--- src/ccpu_pkg.sv ---
// ==================================================================
// shared constants and carriers of the capture/compare/pwm unit
package ccpu_pkg;

  // ================================================================
  // register byte offsets on the wishbone slave
  localparam logic [7:0] ADR_CTRL    = 8'h00;
  localparam logic [7:0] ADR_PLL     = 8'h04;
  localparam logic [7:0] ADR_PSC     = 8'h08;
  localparam logic [7:0] ADR_TMR     = 8'h0c;
  localparam logic [7:0] ADR_RELOAD  = 8'h10;
  localparam logic [7:0] ADR_CHCTRL  = 8'h14;
  localparam logic [7:0] ADR_CAPCTRL = 8'h18;
  localparam logic [7:0] ADR_FLAGS   = 8'h1c;
  localparam logic [7:0] ADR_IE      = 8'h20;
  localparam logic [7:0] ADR_CMP0    = 8'h24;
  localparam logic [7:0] ADR_CAP0    = 8'h34;
  localparam logic [7:0] ADR_CAP1    = 8'h38;

  // ================================================================
  // field positions
  localparam int CTRL_MODE_LSB = 0;
  localparam int CTRL_DIR      = 2;
  localparam int CTRL_W8       = 3;
  localparam int CTRL_ALT      = 4;
  localparam int PLL_LOCK_BIT  = 8;
  localparam int CH_POL_LSB    = 4;
  localparam int CH_HALT_LSB   = 8;
  localparam int CH_PIN_LSB    = 12;
  localparam int CAP_FIELD_W   = 8;
  localparam int FLG_OVF       = 0;
  localparam int FLG_CAP0      = 1;
  localparam int FLG_CMP0      = 3;
  localparam int NUM_FLAGS     = 7;

  // ================================================================
  // counts and reset values
  localparam int          PLL_MULT       = 32;
  localparam logic [5:0]  PLL_LOCK_REFS  = 6'(PLL_MULT);
  localparam logic [9:0]  PSC_TOP        = 10'h3ff;
  localparam logic [9:0]  RST_PSC_RELOAD = 10'h3ff;
  localparam logic [15:0] TMR_TOP16      = 16'hffff;
  localparam logic [15:0] TMR_TOP8       = 16'h00ff;
  localparam logic [3:0]  FILT_ALL_HIGH  = 4'hf;
  localparam logic [3:0]  FILT_ALL_LOW   = 4'h0;

  typedef enum logic [1:0] {
    MODE_BASIC = 2'b00,
    MODE_ASYM  = 2'b01,
    MODE_SYM   = 2'b11
  } ccpu_mode_t;

  typedef struct packed {
    logic        cyc;
    logic        stb;
    logic        we;
    logic [7:0]  adr;
    logic [3:0]  sel;
    logic [31:0] dat;
  } ccpu_wb_req_t;

  typedef struct packed {
    logic        ack;
    logic [31:0] dat;
  } ccpu_wb_rsp_t;

  typedef struct packed {
    logic [3:0] events;
    logic       filter;
    logic       rising;
  } ccpu_cap_cfg_t;

endpackage

--- src/ccpu_capture.sv ---
`timescale 1ns/1ps
// ==================================================================
// one capture input: edge select, optional noise filter, event counter
module ccpu_capture (
  input  wire logic                    clk,
  input  wire logic                    rst,
  input  wire logic                    cap_pin,
  input  wire ccpu_pkg::ccpu_cap_cfg_t cfg,
  output logic                         event_p
);

  logic [3:0] hist_r;
  logic       level_r;
  logic       level_d_r;
  logic [3:0] evt_cnt_r;
  logic       edge_hit;

  always_ff @(posedge clk) begin
    if (rst) begin
      hist_r <= 4'h0;
    end else begin
      hist_r <= {hist_r[2:0], cap_pin};
    end
  end

  // filtered level only moves after four equal samples
  always_ff @(posedge clk) begin
    if (rst) begin
      level_r <= 1'b0;
    end else if (!cfg.filter) begin
      level_r <= cap_pin;
    end else if (hist_r == ccpu_pkg::FILT_ALL_HIGH) begin
      level_r <= 1'b1;
    end else if (hist_r == ccpu_pkg::FILT_ALL_LOW) begin
      level_r <= 1'b0;
    end
  end

  always_ff @(posedge clk) begin
    if (rst) begin
      level_d_r <= 1'b0;
    end else begin
      level_d_r <= level_r;
    end
  end

  assign edge_hit = cfg.rising ? (level_r & ~level_d_r) : (~level_r & level_d_r);

  // events = n lets n edges pass before the one that captures
  always_ff @(posedge clk) begin
    if (rst) begin
      evt_cnt_r <= 4'h0;
      event_p   <= 1'b0;
    end else begin
      event_p <= 1'b0;
      if (edge_hit) begin
        if (evt_cnt_r >= cfg.events) begin
          evt_cnt_r <= 4'h0;
          event_p   <= 1'b1;
        end else begin
          evt_cnt_r <= evt_cnt_r + 4'h1;
        end
      end
    end
  end

endmodule

--- src/ccpu_top.sv ---
// The Wishbone interface to the registers and the address map are this design's own decisions.
`timescale 1ns/1ps
// ==================================================================
module ccpu_top (
  input  wire logic                   clk,
  input  wire logic                   rst,
  input  wire ccpu_pkg::ccpu_wb_req_t wb_req,
  output ccpu_pkg::ccpu_wb_rsp_t      wb_rsp,
  input  wire logic [1:0]             cap_in,
  output logic [3:0]                  cmp_out,
  output logic [3:0]                  cmp_oe_n,
  output logic                        irq
);

  // ================================================================
  // state
  ccpu_pkg::ccpu_mode_t    mode_r;
  logic                    dir_down_r;
  logic                    width8_r;
  logic                    alt_r;
  logic [3:0]              pll_divide_value_r;
  logic [3:0]              ref_cnt_r;
  logic [5:0]              lock_cnt_r;
  logic                    pll_lock_r;
  logic [9:0]              psc_reload_r;
  logic [9:0]              psc_cnt_r;
  logic [15:0]             tmr_r;
  logic [15:0]             reload_r;
  logic                    sym_up_r;
  logic                    alt_phase_r;
  logic [3:0]              ch_en_r;
  logic [3:0]              ch_pol_r;
  logic [3:0]              halt_level_bit_r;
  logic [3:0]              out_r;
  logic [3:0]              out_nxt;
  logic [15:0]             cmp_r [4];
  logic [15:0]             cap_r [2];
  ccpu_pkg::ccpu_cap_cfg_t cap_cfg_r [2];
  logic [6:0]              flag_r;
  logic [6:0]              ie_r;
  logic [7:0]              wr_lo_r;
  logic [7:0]              rd_hi_r;
  logic                    ack_r;
  logic [31:0]             rd_r;
  logic [31:0]             rd_mux;

  logic        req;
  logic        wr;
  logic        wr16;
  logic [15:0] w16;
  logic        pll_ref;
  logic        core_tick;
  logic        tick;
  logic [15:0] top;
  logic [15:0] tmr_nxt;
  logic        reload_evt;
  logic        turn;
  logic [3:0]  match;
  logic [3:0]  gate;
  logic [1:0]  cap_evt;
  logic [6:0]  flag_set;
  logic [6:0]  flag_clr;

  // low byte comes from the shadow unless written in the same access
  function automatic logic [15:0] merge16(input logic [3:0] sel, input logic [31:0] dat,
                                          input logic [7:0] lo);
    merge16 = {dat[15:8], (sel[0] ? dat[7:0] : lo)};
  endfunction

  // a lone high-byte read returns the byte latched with the low byte
  function automatic logic [31:0] read16(input logic [3:0] sel, input logic [15:0] v,
                                         input logic [7:0] hi);
    read16 = (sel == 4'b0010) ? {16'h0000, hi, 8'h00} : {16'h0000, v};
  endfunction

  // ================================================================
  // wishbone slave: ack one cycle after the request, write at the ack edge
  assign req  = wb_req.cyc & wb_req.stb;
  assign wr   = req & wb_req.we & ack_r;
  assign wr16 = wr & wb_req.sel[1];
  assign w16  = merge16(wb_req.sel, wb_req.dat, wr_lo_r);

  always_ff @(posedge clk) begin
    if (rst) begin
      ack_r <= 1'b0;
    end else begin
      ack_r <= req & ~ack_r;
    end
  end

  always_comb begin
    rd_mux = 32'h0000_0000;
    case (wb_req.adr)
      ccpu_pkg::ADR_CTRL:    rd_mux = {27'h0, alt_r, width8_r, dir_down_r, mode_r};
      ccpu_pkg::ADR_PLL:     rd_mux = {23'h0, pll_lock_r, 4'h0, pll_divide_value_r};
      ccpu_pkg::ADR_PSC:     rd_mux = {22'h0, psc_reload_r};
      ccpu_pkg::ADR_TMR:     rd_mux = read16(wb_req.sel, tmr_r, rd_hi_r);
      ccpu_pkg::ADR_RELOAD:  rd_mux = read16(wb_req.sel, reload_r, rd_hi_r);
      ccpu_pkg::ADR_CHCTRL:  rd_mux = {16'h0, out_r, halt_level_bit_r, ch_pol_r, ch_en_r};
      ccpu_pkg::ADR_CAPCTRL: rd_mux = {16'h0, 2'b00, cap_cfg_r[1], 2'b00, cap_cfg_r[0]};
      ccpu_pkg::ADR_FLAGS:   rd_mux = {25'h0, flag_r};
      ccpu_pkg::ADR_IE:      rd_mux = {25'h0, ie_r};
      ccpu_pkg::ADR_CAP0:    rd_mux = read16(wb_req.sel, cap_r[0], rd_hi_r);
      ccpu_pkg::ADR_CAP1:    rd_mux = read16(wb_req.sel, cap_r[1], rd_hi_r);
      default: begin
        for (int i = 0; i < 4; i++) begin
          if (wb_req.adr == ccpu_pkg::ADR_CMP0 + 8'(4 * i)) begin
            rd_mux = read16(wb_req.sel, cmp_r[i], rd_hi_r);
          end
        end
      end
    endcase
  end

  always_ff @(posedge clk) begin
    if (rst) begin
      rd_r <= 32'h0000_0000;
    end else if (req & ~ack_r) begin
      rd_r <= rd_mux;
    end
  end

  // both byte shadows are shared by all sixteen-bit registers
  always_ff @(posedge clk) begin
    if (rst) begin
      wr_lo_r <= 8'h00;
      rd_hi_r <= 8'h00;
    end else begin
      if (wr && wb_req.sel == 4'b0001) begin
        wr_lo_r <= wb_req.dat[7:0];
      end
      if (req && !ack_r && !wb_req.we && wb_req.sel == 4'b0001) begin
        rd_hi_r <= rd_mux[15:8];
      end
    end
  end

  assign wb_rsp.ack = ack_r;
  assign wb_rsp.dat = rd_r;

  // ================================================================
  // control registers
  always_ff @(posedge clk) begin
    if (rst) begin
      mode_r     <= ccpu_pkg::MODE_BASIC;
      dir_down_r <= 1'b0;
      width8_r   <= 1'b0;
      alt_r      <= 1'b0;
    end else if (wr && wb_req.adr == ccpu_pkg::ADR_CTRL && wb_req.sel[0]) begin
      case (wb_req.dat[ccpu_pkg::CTRL_MODE_LSB +: 2])
        2'b01:   mode_r <= ccpu_pkg::MODE_ASYM;
        2'b11:   mode_r <= ccpu_pkg::MODE_SYM;
        default: mode_r <= ccpu_pkg::MODE_BASIC;
      endcase
      dir_down_r <= wb_req.dat[ccpu_pkg::CTRL_DIR];
      width8_r   <= wb_req.dat[ccpu_pkg::CTRL_W8];
      alt_r      <= wb_req.dat[ccpu_pkg::CTRL_ALT];
    end
  end

  always_ff @(posedge clk) begin
    if (rst) begin
      pll_divide_value_r <= 4'h0;
      psc_reload_r       <= ccpu_pkg::RST_PSC_RELOAD;
      ie_r               <= 7'h00;
    end else if (wr && wb_req.sel[0]) begin
      if (wb_req.adr == ccpu_pkg::ADR_PLL) begin
        pll_divide_value_r <= wb_req.dat[3:0];
      end
      if (wb_req.adr == ccpu_pkg::ADR_PSC) begin
        psc_reload_r <= {(wb_req.sel[1] ? wb_req.dat[9:8] : psc_reload_r[9:8]), wb_req.dat[7:0]};
      end
      if (wb_req.adr == ccpu_pkg::ADR_IE) begin
        ie_r <= wb_req.dat[6:0];
      end
    end
  end

  always_ff @(posedge clk) begin
    if (rst) begin
      ch_en_r          <= 4'h0;
      ch_pol_r         <= 4'h0;
      halt_level_bit_r <= 4'h0;
    end else if (wr && wb_req.adr == ccpu_pkg::ADR_CHCTRL) begin
      if (wb_req.sel[0]) begin
        ch_en_r  <= wb_req.dat[3:0];
        ch_pol_r <= wb_req.dat[ccpu_pkg::CH_POL_LSB +: 4];
      end
      if (wb_req.sel[1]) begin
        halt_level_bit_r <= wb_req.dat[ccpu_pkg::CH_HALT_LSB +: 4];
      end
    end
  end

  always_ff @(posedge clk) begin
    if (rst) begin
      cap_cfg_r[0] <= '0;
      cap_cfg_r[1] <= '0;
    end else if (wr && wb_req.adr == ccpu_pkg::ADR_CAPCTRL) begin
      if (wb_req.sel[0]) begin
        cap_cfg_r[0] <= wb_req.dat[5:0];
      end
      if (wb_req.sel[1]) begin
        cap_cfg_r[1] <= wb_req.dat[ccpu_pkg::CAP_FIELD_W +: 6];
      end
    end
  end

  always_ff @(posedge clk) begin
    if (rst) begin
      reload_r <= 16'h0000;
      for (int i = 0; i < 4; i++) begin
        cmp_r[i] <= 16'h0000;
      end
    end else if (wr16) begin
      if (wb_req.adr == ccpu_pkg::ADR_RELOAD) begin
        reload_r <= w16;
      end
      for (int i = 0; i < 4; i++) begin
        if (wb_req.adr == ccpu_pkg::ADR_CMP0 + 8'(4 * i)) begin
          cmp_r[i] <= w16;
        end
      end
    end
  end

  // ================================================================
  // core clock: the pll is modelled as a lock after 32 reference ticks,
  // after which the core runs on every clk edge (clk is the fastest rate)
  assign pll_ref = (ref_cnt_r == pll_divide_value_r);

  always_ff @(posedge clk) begin
    if (rst || (wr && wb_req.adr == ccpu_pkg::ADR_PLL) || pll_ref) begin
      ref_cnt_r <= 4'h0;
    end else begin
      ref_cnt_r <= ref_cnt_r + 4'h1;
    end
  end

  always_ff @(posedge clk) begin
    if (rst || mode_r == ccpu_pkg::MODE_BASIC || (wr && wb_req.adr == ccpu_pkg::ADR_PLL)) begin
      lock_cnt_r <= 6'h00;
      pll_lock_r <= 1'b0;
    end else if (pll_ref && !pll_lock_r) begin
      lock_cnt_r <= lock_cnt_r + 6'h01;
      if (lock_cnt_r == ccpu_pkg::PLL_LOCK_REFS - 6'h01) begin
        pll_lock_r <= 1'b1;
      end
    end
  end

  assign core_tick = (mode_r == ccpu_pkg::MODE_BASIC) | pll_lock_r;

  // divide ratio is 1024 minus the reload value
  always_ff @(posedge clk) begin
    if (rst) begin
      psc_cnt_r <= ccpu_pkg::RST_PSC_RELOAD;
    end else if (core_tick) begin
      if (psc_cnt_r == ccpu_pkg::PSC_TOP) begin
        psc_cnt_r <= psc_reload_r;
      end else begin
        psc_cnt_r <= psc_cnt_r + 10'h001;
      end
    end
  end

  assign tick = core_tick & (psc_cnt_r == ccpu_pkg::PSC_TOP);

  // ================================================================
  // timer
  assign top = width8_r ? ccpu_pkg::TMR_TOP8 : ccpu_pkg::TMR_TOP16;

  always_comb begin
    tmr_nxt    = tmr_r;
    reload_evt = 1'b0;
    turn       = 1'b0;
    case (mode_r)
      ccpu_pkg::MODE_ASYM: begin
        if (tmr_r == 16'h0000) begin
          tmr_nxt    = reload_r & top;
          reload_evt = 1'b1;
        end else begin
          tmr_nxt = tmr_r - 16'h0001;
        end
      end
      ccpu_pkg::MODE_SYM: begin
        if (sym_up_r) begin
          if (tmr_r >= (reload_r & top)) begin
            tmr_nxt    = tmr_r - 16'h0001;
            reload_evt = 1'b1;
            turn       = 1'b1;
          end else begin
            tmr_nxt = tmr_r + 16'h0001;
          end
        end else if (tmr_r == 16'h0000) begin
          tmr_nxt = 16'h0001;
          turn    = 1'b1;
        end else begin
          tmr_nxt = tmr_r - 16'h0001;
        end
      end
      default: begin
        if (!dir_down_r && tmr_r == top) begin
          tmr_nxt    = reload_r & top;
          reload_evt = 1'b1;
        end else if (dir_down_r && tmr_r == 16'h0000) begin
          tmr_nxt    = reload_r & top;
          reload_evt = 1'b1;
        end else if (dir_down_r) begin
          tmr_nxt = tmr_r - 16'h0001;
        end else begin
          tmr_nxt = tmr_r + 16'h0001;
        end
      end
    endcase
  end

  // a software write wins over the count in the same cycle
  always_ff @(posedge clk) begin
    if (rst) begin
      tmr_r <= 16'h0000;
    end else if (wr16 && wb_req.adr == ccpu_pkg::ADR_TMR) begin
      tmr_r <= w16 & top;
    end else if (tick) begin
      tmr_r <= tmr_nxt;
    end
  end

  always_ff @(posedge clk) begin
    if (rst || mode_r != ccpu_pkg::MODE_SYM) begin
      sym_up_r <= 1'b1;
    end else if (tick && turn) begin
      sym_up_r <= ~sym_up_r;
    end
  end

  always_ff @(posedge clk) begin
    if (rst || mode_r != ccpu_pkg::MODE_ASYM || !alt_r) begin
      alt_phase_r <= 1'b0;
    end else if (tick && reload_evt) begin
      alt_phase_r <= ~alt_phase_r;
    end
  end

  // ================================================================
  // compare channels; out_r is the pin level before the alternate gate, pol=1 means active low
  always_comb begin
    for (int i = 0; i < 4; i++) begin
      match[i]   = tick & ch_en_r[i] & (tmr_r == cmp_r[i]);
      out_nxt[i] = out_r[i];
      if (!ch_en_r[i]) begin
        out_nxt[i] = halt_level_bit_r[i];
      end else begin
        case (mode_r)
          ccpu_pkg::MODE_ASYM: begin
            if (match[i]) begin
              out_nxt[i] = ch_pol_r[i];
            end else if (tick && reload_evt) begin
              out_nxt[i] = ~ch_pol_r[i];
            end
          end
          ccpu_pkg::MODE_SYM: begin
            if (match[i]) begin
              out_nxt[i] = sym_up_r ? ch_pol_r[i] : ~ch_pol_r[i];
            end
          end
          default: begin
            if (match[i]) begin
              out_nxt[i] = ~out_r[i];
            end
          end
        endcase
      end
      gate[i] = !(alt_r && mode_r == ccpu_pkg::MODE_ASYM) || (alt_phase_r == i[0]);
    end
  end

  always_ff @(posedge clk) begin
    if (rst) begin
      out_r   <= 4'h0;
      cmp_out <= 4'h0;
    end else begin
      out_r <= out_nxt;
      for (int i = 0; i < 4; i++) begin
        cmp_out[i] <= (gate[i] || !ch_en_r[i]) ? out_nxt[i] : ch_pol_r[i];
      end
    end
  end

  assign cmp_oe_n = ~ch_en_r;

  // ================================================================
  // capture inputs
  for (genvar j = 0; j < 2; j++) begin : g_cap
    ccpu_capture u_cap (
      .clk     (clk),
      .rst     (rst),
      .cap_pin (cap_in[j]),
      .cfg     (cap_cfg_r[j]),
      .event_p (cap_evt[j])
    );
  end

  always_ff @(posedge clk) begin
    if (rst) begin
      cap_r[0] <= 16'h0000;
      cap_r[1] <= 16'h0000;
    end else begin
      for (int j = 0; j < 2; j++) begin
        if (cap_evt[j]) begin
          cap_r[j] <= tmr_r;
        end
      end
    end
  end

  // ================================================================
  // flags: write one to clear, a new event wins over the clear
  assign flag_set = {match, cap_evt, tick & reload_evt};
  assign flag_clr = (wr && wb_req.adr == ccpu_pkg::ADR_FLAGS && wb_req.sel[0]) ? wb_req.dat[6:0] : 7'h00;

  always_ff @(posedge clk) begin
    if (rst) begin
      flag_r <= 7'h00;
    end else begin
      flag_r <= (flag_r & ~flag_clr) | flag_set;
    end
  end

  assign irq = |(flag_r & ie_r);

endmodule

--- config.mk ---
export PLATFORM = sky130hd
export DESIGN_NAME = ccpu_top
export DESIGN_NICKNAME = d
export VERILOG_FILES = /design/src/ccpu_pkg.sv /design/src/ccpu_capture.sv /design/src/ccpu_top.sv
export SDC_FILE = /design/constraint.sdc
export NUM_CORES = 1
export LEC_CHECK = 0
export ABC_AREA = 1
export CAP_MARGIN = 20
export CORE_MARGIN = 1
export CORE_UTILIZATION = 40
export CTS_CLUSTER_DIAMETER = 40
export DETAILED_ROUTE_END_ITERATION = 8
export DONT_BUFFER_PORTS = 1
export PLACE_DENSITY_LB_ADDON = 0.1
export SYNTH_ARGS = -nofsm -noshare
export SYNTH_HDL_FRONTEND = slang
export SYNTH_SLANG_ARGS = --single-unit
export TNS_END_PERCENT = 20
--- constraint.sdc ---
create_clock -name clk -period 3.45 [get_ports clk]
set_input_delay 0.345 -clock clk [delete_from_list [all_inputs] [get_ports clk]]
set_output_delay 0.345 -clock clk [all_outputs]
set_load 0.005 [all_outputs]
==> impl_metrics.csv, run 1 <==
group,metric,value,unit
synthesis,ys.flop_type,"dfxtp_1",
clock_tree,htree_levels,2,
critical_path,cp_slowest_stage_delay,0.67,ns
power_and_ir_drop,p_leak,7.87,nW
cells_and_area,synthToLayoutAreaGrowth,16.3,%
timing,fin_crit_sh,0.850,
synthesis,synth_seq_cells,271,
cells_and_area,fin_nets,2346,
floorplan,initial_utilization,0.408,
global_routing,grt_pass1_wl,96200,um
cells_and_area,seqCellArea,6510,um2
placed_design,portBuffers,0,
timing,relSlewSlack,0.186,
synthesis,synth.distinct_cells,67,
timing,worstMarginPinSlew,1.19,ns
critical_path,cpMostUsedCell,"nand2_1",
run_status,status,"finished clean",
routing,drc,0,
timing,tns,0,ns
placed_design,pre_cts_slack,0.628,ns
routing,first_iter_violations,1411,
cells_and_area,diodes,0,
routing,ant_nets,0,
synthesis,synthArstFlopShare,0,
critical_path,arrival,3.44,ns
clock_tree,postCtsSetupBuffers,0,
synthesis,yosys_warnings,0,
critical_path,required,3.95,ns
floorplan,ioPinCount,93,
clock_tree,clockRootBuffer,"clkbuf_16",
critical_path,critical_path_class,"reg -> reg",
global_routing,grt_pass1_vias,15000,
critical_path,crit_fanout,11,
clock_tree,cts_buffer_depth,3,
cells_and_area,drive_gt1_frac,0.123,
timing,drv_slew,0,
cells_and_area,mostFrequentLayoutCells,"nand2_1 (406), nor2_1 (309), inv_1 (226), o21ai_0 (170), dfxtp_1 (163)",
critical_path,path_cells,"inv_1 -> nand2_1 -> ha_1 -> a21oi_1 -> o21ai_0 -> a21oi_1 -> nand2_1 -> nand2_1 -> nand2_1 -> nand3_4 -> nand2_1 -> nand3_1 -> nand2_1 -> nand2_1 -> nand2_1 -> a21oi_2",
critical_path,cp_slowest_cell,"dfxtp_1",
timing,finalCriticalPeriod,2.93,ns
routing,post_drt_wl_per_cell,23.0,um
routing,via_count,16000,
global_routing,grt.total_usage,0.317,
placed_design,hpwl,50000,um
cells_and_area,multi_input_area,8240,um2
synthesis,avgSynthCellArea,7.38,um2
synthesis,netlist_area,16300,um2
timing,final-hold-violation-count,0,
synthesis,synth.top_cell.area_share,0.200,
clock_tree,cts_tree,"done",
synthesis,syn_inst,2207,
critical_path,cp_num_buf_inv,1,
global_routing,grt_max_degree,64,
floorplan,core.rowCount,73,
timing,max_freq,341,MHz
power_and_ir_drop,max-vdd-ir-drop,577,uV
critical_path,endpoint,"cmp_out[3]",
clock_tree,clk_latency,0.61,ns
synthesis,yosysSeqAreaShare,0.400,
routing,via_per_inst,5.64,
critical_path,critical_path.top_delay_family,"simple AND/OR/NAND/NOR gates",
timing,rsz0062_at_grt,"no",
global_routing,overflow,0,
routing,drt-pass1-iter-count,8,
critical_path,r2r_cells,16,
critical_path,end_kind,"register",
synthesis,synth_edf_count,108,
critical_path,r2r_slack,0.52,ns
floorplan,die_h,204,um
floorplan,design.die.area,41500,um2
critical_path,r2r-start,"width8_r",
clock_tree,path_clk_slew,0.05,ns
timing,fin_worst_skew,0.0303,ns
timing,setup_violations,0,
cells_and_area,fin_util,0.474,
clock_tree,cts_sinks,271,
critical_path,r2r-end,"cmp_out[3]",
power_and_ir_drop,p_per_area,685,nW/um2
timing,fin_ws,0.518,ns
critical_path,worstSetupStartpointType,"register",
clock_tree,cts_resized,0,
cells_and_area,fillCellCount,3985,
synthesis,synth_area_leader_cell,"dfxtp_1",
synthesis,synth.area.top_cells,"dfxtp_1 (20%), edfxtp_1 (20%), nand2_1 (9.4%)",
global_routing,antenna_found_initial,0,
floorplan,core_area,39900,um2
floorplan,die_x,204,um
cells_and_area,final_common_cell,"nand2_1",
worst_hold_path,hold_path_class,"in -> reg",
placed_design,gp_congestion,0.977,
routing,routed_wl,65300,um
clock_tree,cts_inserted_buffers,52,
critical_path,path_depth,16,
run,cap_violations,0,
critical_path,startpoint,"width8_r",
==> flip-flops by register name, indices dropped and copies added (netlist names), 6 cells and up <==
signal	cells
flag_r	7
tmr_r	16
psc_cnt_r	10
g_cap.u_cap.evt_cnt_r	8
psc_reload_r	10
g_cap.u_cap.hist_r	8
rd_hi_r	8
wr_lo_r	8
rd_r	16
ie_r	7
cap_r	32
cmp_r	64
reload_r	16
lock_cnt_r	6
cap_cfg_r	12
==> through the flow <==
| step | instances | hold WS, ns | total power, mW | area [um2] |
|---|---|---|---|---|
| detailed placement | 2715 | 0.422 | 7.70 | 16900 |
| global route | 2832 | 0.0373 | 13.6 | 18900 |
| finish | 2832 | 0.0441 | 13.0 | 18900 |
| CTS | 2832 | 0.0165 | 12.9 | 18900 |
| global placement | 2715 | 0.415 | 7.69 | 16900 |
| floorplan | 2222 | 0.403 | 6.59 | 16300 |
==> layout make-up <==
cell class / instances / share of cell area
sequential: 271 / 0.344
clock inverter: 40 / 0.0215
tap: 525 / 0.0347
inverter: 263 / 0.0527
clock buffer: 58 / 0.0738
timing repair buffer: 88 / 0.0383
multi-input combinational: 1587 / 0.435
==> cells by family after synthesis <==
| family | after synthesis | share of synthesized area |
|---|---|---|
| xor gates and xnor gates | 63 | 0.0339 |
| AOI/OAI and AO/OA | 494 | 0.175 |
| adders and majority gates | 32 | 0.0246 |
| other | 1 | 0.000230 |
| muxes | 1 | 0.000615 |
| DFF | 271 | 0.400 |
| and+or+nand+nor | 981 | 0.269 |
| buffers and inverters | 364 | 0.0974 |
==> metal layers <==
| metal | vias up | track usage | share of wire |
|---|---|---|---|
| met4 | 0 | 0.172 | 0.055 |
| li1 | 7550 | - | - |
| met5 | - | 0 | 0 |
| met1 | 7567 | 0.407 | 0.42 |
| met3 | 149 | 0.0542 | 0.076 |
| met2 | 698 | 0.504 | 0.45 |
==> cell usage after synthesis, drive strengths merged (32+ instances only) <==
master / instances
edfxtp: 108
nand4: 43
dfxtp: 163
buf: 66
a21oi: 166
o211ai: 34
ha: 32
nand2: 419
xor2: 50
nor2: 341
inv: 261
nand3: 86
o21ai: 200
nor3: 59
clkbuf: 35
==> worst register-to-register path, delay by kind of cell, from the launching register on <==
kind / cells / cell delay [ns]
flops: 1 / 0.67
buf+inv: 1 / 0.18
fa+ha+maj: 1 / 0.25
compound gates: 4 / 0.56
simple gates: 10 / 1.16
==> worst min-delay path by stage <==
stage / start / endpoint / slack (ns) / cells past startpoint
6_report: wb_req[14] / reload_r[14] / 0.04 / 2
5_1_grt: wb_req[14] / reload_r[14] / 0.04 / 2
4_1_cts: wb_req[1] / ch_en_r[1] / 0.02 / 2
3_5_place_dp: g_cap[1].u_cap.hist_r[0] / g_cap[1].u_cap.hist_r[1] / 0.42 / 2
3_3_place_gp: g_cap[0].u_cap.hist_r[0] / g_cap[0].u_cap.hist_r[1] / 0.41 / 2
2_1_floorplan: g_cap[0].u_cap.hist_r[0] / g_cap[0].u_cap.hist_r[1] / 0.40 / 2
==> what timing repair did <==
| item | 4_1_cts | 5_1_grt |
|---|---|---|
| endpoints found under the hold margin | 88 | 0 |
| hold buffers | 19 | 0 |
| endpoints found under the setup margin | 0 | 0 |
==> power breakdown <==
group / switching, mW / total (mW) / leakage [nW] / internal, mW
registers: 0.182 / 3.68 / 2.44 / 3.50
clock network: 1.95 / 5.17 / 0.855 / 3.22
logic: 2.88 / 4.11 / 4.57 / 1.23
Power figures use the tool's default switching activity.
==> run 2: changes to the inputs <==
--- a/config.mk
+++ b/config.mk
@@ -5,7 +5,7 @@
 export SDC_FILE = /design/constraint.sdc
 export NUM_CORES = 1
 export LEC_CHECK = 0
-export ABC_AREA = 1
+export ABC_AREA = 0
 export CAP_MARGIN = 20
 export CORE_MARGIN = 1
 export CORE_UTILIZATION = 40
==> constraint.sdc (replaced) <==
create_clock -name clk -period 2.83 [get_ports clk]
set_input_delay 0.283 -clock clk [delete_from_list [all_inputs] [get_ports clk]]
set_output_delay 0.283 -clock clk [all_outputs]
set_load 0.005 [all_outputs]
==> run 2 against run 1 <==
The flow now finishes with violations (negative setup slack). Clock power rose by 9.5%. Via count fell by 8.9%. Synthesized cell count down 19%. Hold slack worse by 0.0044 ns. Utilization is 3.3 points higher. Non-clock buffer count is 134 higher. Final cell count shrank 12%. Total power increased by 12%. Critical path depth shrank 4. Sequential share of layout area decreased by 0.35 points. Fmax decreased by 1.2%. Register-to-register slack got worse by 0.65 ns.
==> impl_metrics.csv, run 2 <==
group,metric,value,unit
run_status,status,"complete, but fails checks",
run_status,violations,"negative setup slack",
global_routing,antenna_found_initial,4,
critical_path,crit_fanout,4,
worst_hold_path,hold_path_class,"in -> reg",
synthesis,synth.distinct_cells,83,
critical_path,r2r-start,"width8_r",
floorplan,core_area,37800,um2
critical_path,worstSetupStartpointType,"register",
timing,fin_ws,-0.137,ns
timing,finalCriticalPeriod,2.97,ns
timing,setup_violations,16,
synthesis,synth_edf_count,108,
run,cap_violations,0,
cells_and_area,final_common_cell,"nand2_1",
routing,drc,0,
placed_design,pre_cts_slack,-0.264,ns
cells_and_area,largest_register,"cmp_r",
timing,holdWs,0.0397,ns
synthesis,yosys_warnings,0,
clock_tree,cts_tree,"done",
cells_and_area,fillCellCount,3605,
synthesis,ys.flop_type,"dfxtp_1",
synthesis,netlist_area,15400,um2
placed_design,gp_congestion,0.939,
synthesis,synth_common_cells,"nand2_1 (214), nor2_1 (212), dfxtp_1 (163), a21oi_1 (111), edfxtp_1 (108)",
cells_and_area,fin_cells,2490,
floorplan,ioPinCount,93,
cells_and_area,fin_util,0.507,
clock_tree,clockRootBuffer,"clkbuf_16",
power_and_ir_drop,p_per_area,755,nW/um2
synthesis,synthArstFlopShare,0,
timing,final-hold-violation-count,0,
synthesis,synth_seq_cells,271,
placed_design,dpl_cell_area,17000,um2
critical_path,critical_path_class,"reg -> reg",
clock_tree,cts_buffer_depth,3,
routing,post_drt_wl_per_cell,24.9,um
routing,via_count,14500,
synthesis,synth.top_cell.area_share,0.212,
routing,wirelength_met1,26500,um
routing,wl_met3,4900,um
clock_tree,path_clk_slew,0.05,ns
synthesis,synth.area.top_cells,"dfxtp_1 (21%), edfxtp_1 (21%), nand2_1 (5.2%)",
routing,drt-pass1-iter-count,6,
timing,max_freq,337,MHz
cells_and_area,stdcell_area,19100,um2
floorplan,design.die.area,39300,um2
power_and_ir_drop,p_leak,7.13,nW
critical_path,arrival,3.42,ns
global_routing,overflow,0,
floorplan,core.rowCount,71,
floorplan,die_x,198,um
routing,topRoutingLayerUsed,"met4",
placed_design,hpwl,44700,um
synthesis,synth_area_leader_cell,"dfxtp_1",
critical_path,startpoint,"width8_r",
routing,first_iter_violations,1305,
routing,routed_wl,62100,um
power_and_ir_drop,max-vdd-ir-drop,453,uV
timing,fin_crit_sh,1.05,
cells_and_area,synthToLayoutAreaGrowth,24.2,%
timing,drv_slew,0,
power_and_ir_drop,finalPower,14.5,mW
timing,tns,-1.31,ns
cells_and_area,fin_nets,2018,
synthesis,syn_inst,1788,
global_routing,grt.total_usage,0.319,
critical_path,end_kind,"register",
global_routing,grt_pass1_wl,91500,um
placed_design,post-place-cells,2361,
timing,worstMarginPinSlew,1.03,ns
floorplan,initial_utilization,0.408,
global_routing,grt_max_degree,142,
synthesis,synth_most_common_cell,"nand2_1",
routing,wl_met2,28400,um
timing,fin_worst_skew,0.0267,ns
cells_and_area,reg_top3,"cmp_r x64, cap_r x32",
global_routing,grt_pass1_vias,14100,
cells_and_area,drive_gt1_frac,0.177,
routing,via_per_inst,5.84,
cells_and_area,largest_reg_flops,64,
timing,rsz0062_at_grt,"yes",
synthesis,avgSynthCellArea,8.62,um2
clock_tree,cts_inserted_buffers,49,
cells_and_area,mostFrequentLayoutCells,"nand2_1 (211), nor2_1 (208), buf_4 (186), dfxtp_1 (162)",
clock_tree,cts_sinks,271,
placed_design,portBuffers,0,
routing,ant_nets,0,
floorplan,die_h,198,um
timing,relSlewSlack,0.292,
synthesis,yosysSeqAreaShare,0.422,
clock_tree,htree_levels,2,
clock_tree,clk_latency,0.59,ns
worst_hold_path,worstHoldStart,"wb_req[12]",
critical_path,required,3.28,ns
## run 2: changes by cell type after synthesis, moves of 24 or more
cell,previous run,this run
o211ai_1,33,8
a21oi_1,161,111
o21ai_0,174,50
buf_2,28,4
clkbuf_1,35,102
xnor2_1,13,76
mux2i_1,1,38
inv_2,32,0
and2_1,1,65
inv_1,227,34
nor2_1,310,212
a22oi_1,6,36
nand2_1,406,214
## run 2: worst paths after layout
kind | to | slack [ns] | depth (start not counted)
worst min register to register | g_cap[0].u_cap.hist_r[1] | 0.48 | 1
worst max-delay path | tmr_r[4] | -0.14 | 12
worst max register to register | tmr_r[4] | -0.14 | 12
worst min-delay path | tmr_r[12] | 0.04 | 3
## run 2: cell families (layout without fill, tap and decap cells)
| kind of cell | after synthesis | in the layout | share of synthesized area |
|---|---|---|---|
| AOI/OAI and AO/OA | 396 | 396 | 0.175 |
| xor gates and xnor gates | 116 | 116 | 0.0659 |
| adders and majority gates | 32 | 32 | 0.0260 |
| buffers and inverters | 176 | 348 | 0.0486 |
| DFF | 271 | 271 | 0.422 |
| muxes | 42 | 42 | 0.0276 |
| other | 1 | 20 | 0.000243 |
| and+or+nand+nor | 754 | 754 | 0.234 |
## run 2: worst max-delay path, cell delays in order (launching register included)
cell and delay (ns):
dfxtp_4 0.37, nor2b_4 0.12, inv_2 0.05, ha_4 0.26, and4_4 0.21, nand4_1 0.21
or4_4 0.52, buf_6 0.15, nand3_4 0.10, mux2_4 0.32, a21oi_2 0.13, o22ai_1 0.08
o41a_1 0.32
## run 2: where the power goes
part / leakage (nW) / switching [mW] / total [mW] / internal [mW]
logic: 3.92 / 2.50 / 4.39 / 1.89
registers: 2.45 / 0.177 / 4.41 / 4.23
clock network: 0.770 / 2.24 / 5.66 / 3.42
total: 7.13 / 4.91 / 14.5 / 9.55
## run 2: layer usage
metal  GRT usage  vias up
li1            -     6735
met1       0.414     7037
met2       0.512      617
met3      0.0700      149
met4       0.126        0
met5           0        -
## run 2: final cells by class
cell class                      instances  area, um2  share of cell area
Tap cell                              511        639              0.0334
Clock inverter                         38        332              0.0173
Multi-Input combinational cell       1356       8450               0.441
Timing Repair Buffer                  222       1820              0.0950
Sequential cell                       271       6510               0.340
Clock buffer                           53       1240              0.0648
Antenna cell                            4       10.0            0.000523
Inverter                               35        144             0.00752
## run 2: timing repair
| item | CTS | global route |
|---|---|---|
| gates resized for setup | 29 | 13 |
| pin swaps | 17 | 8 |
| cloned | 0 | 0 |
| endpoints found under the hold margin | 193 | 0 |
| endpoints found under the setup margin | 20 | 22 |
| hold buffers | 28 | 0 |
| buffers inserted | 4 | 2 |
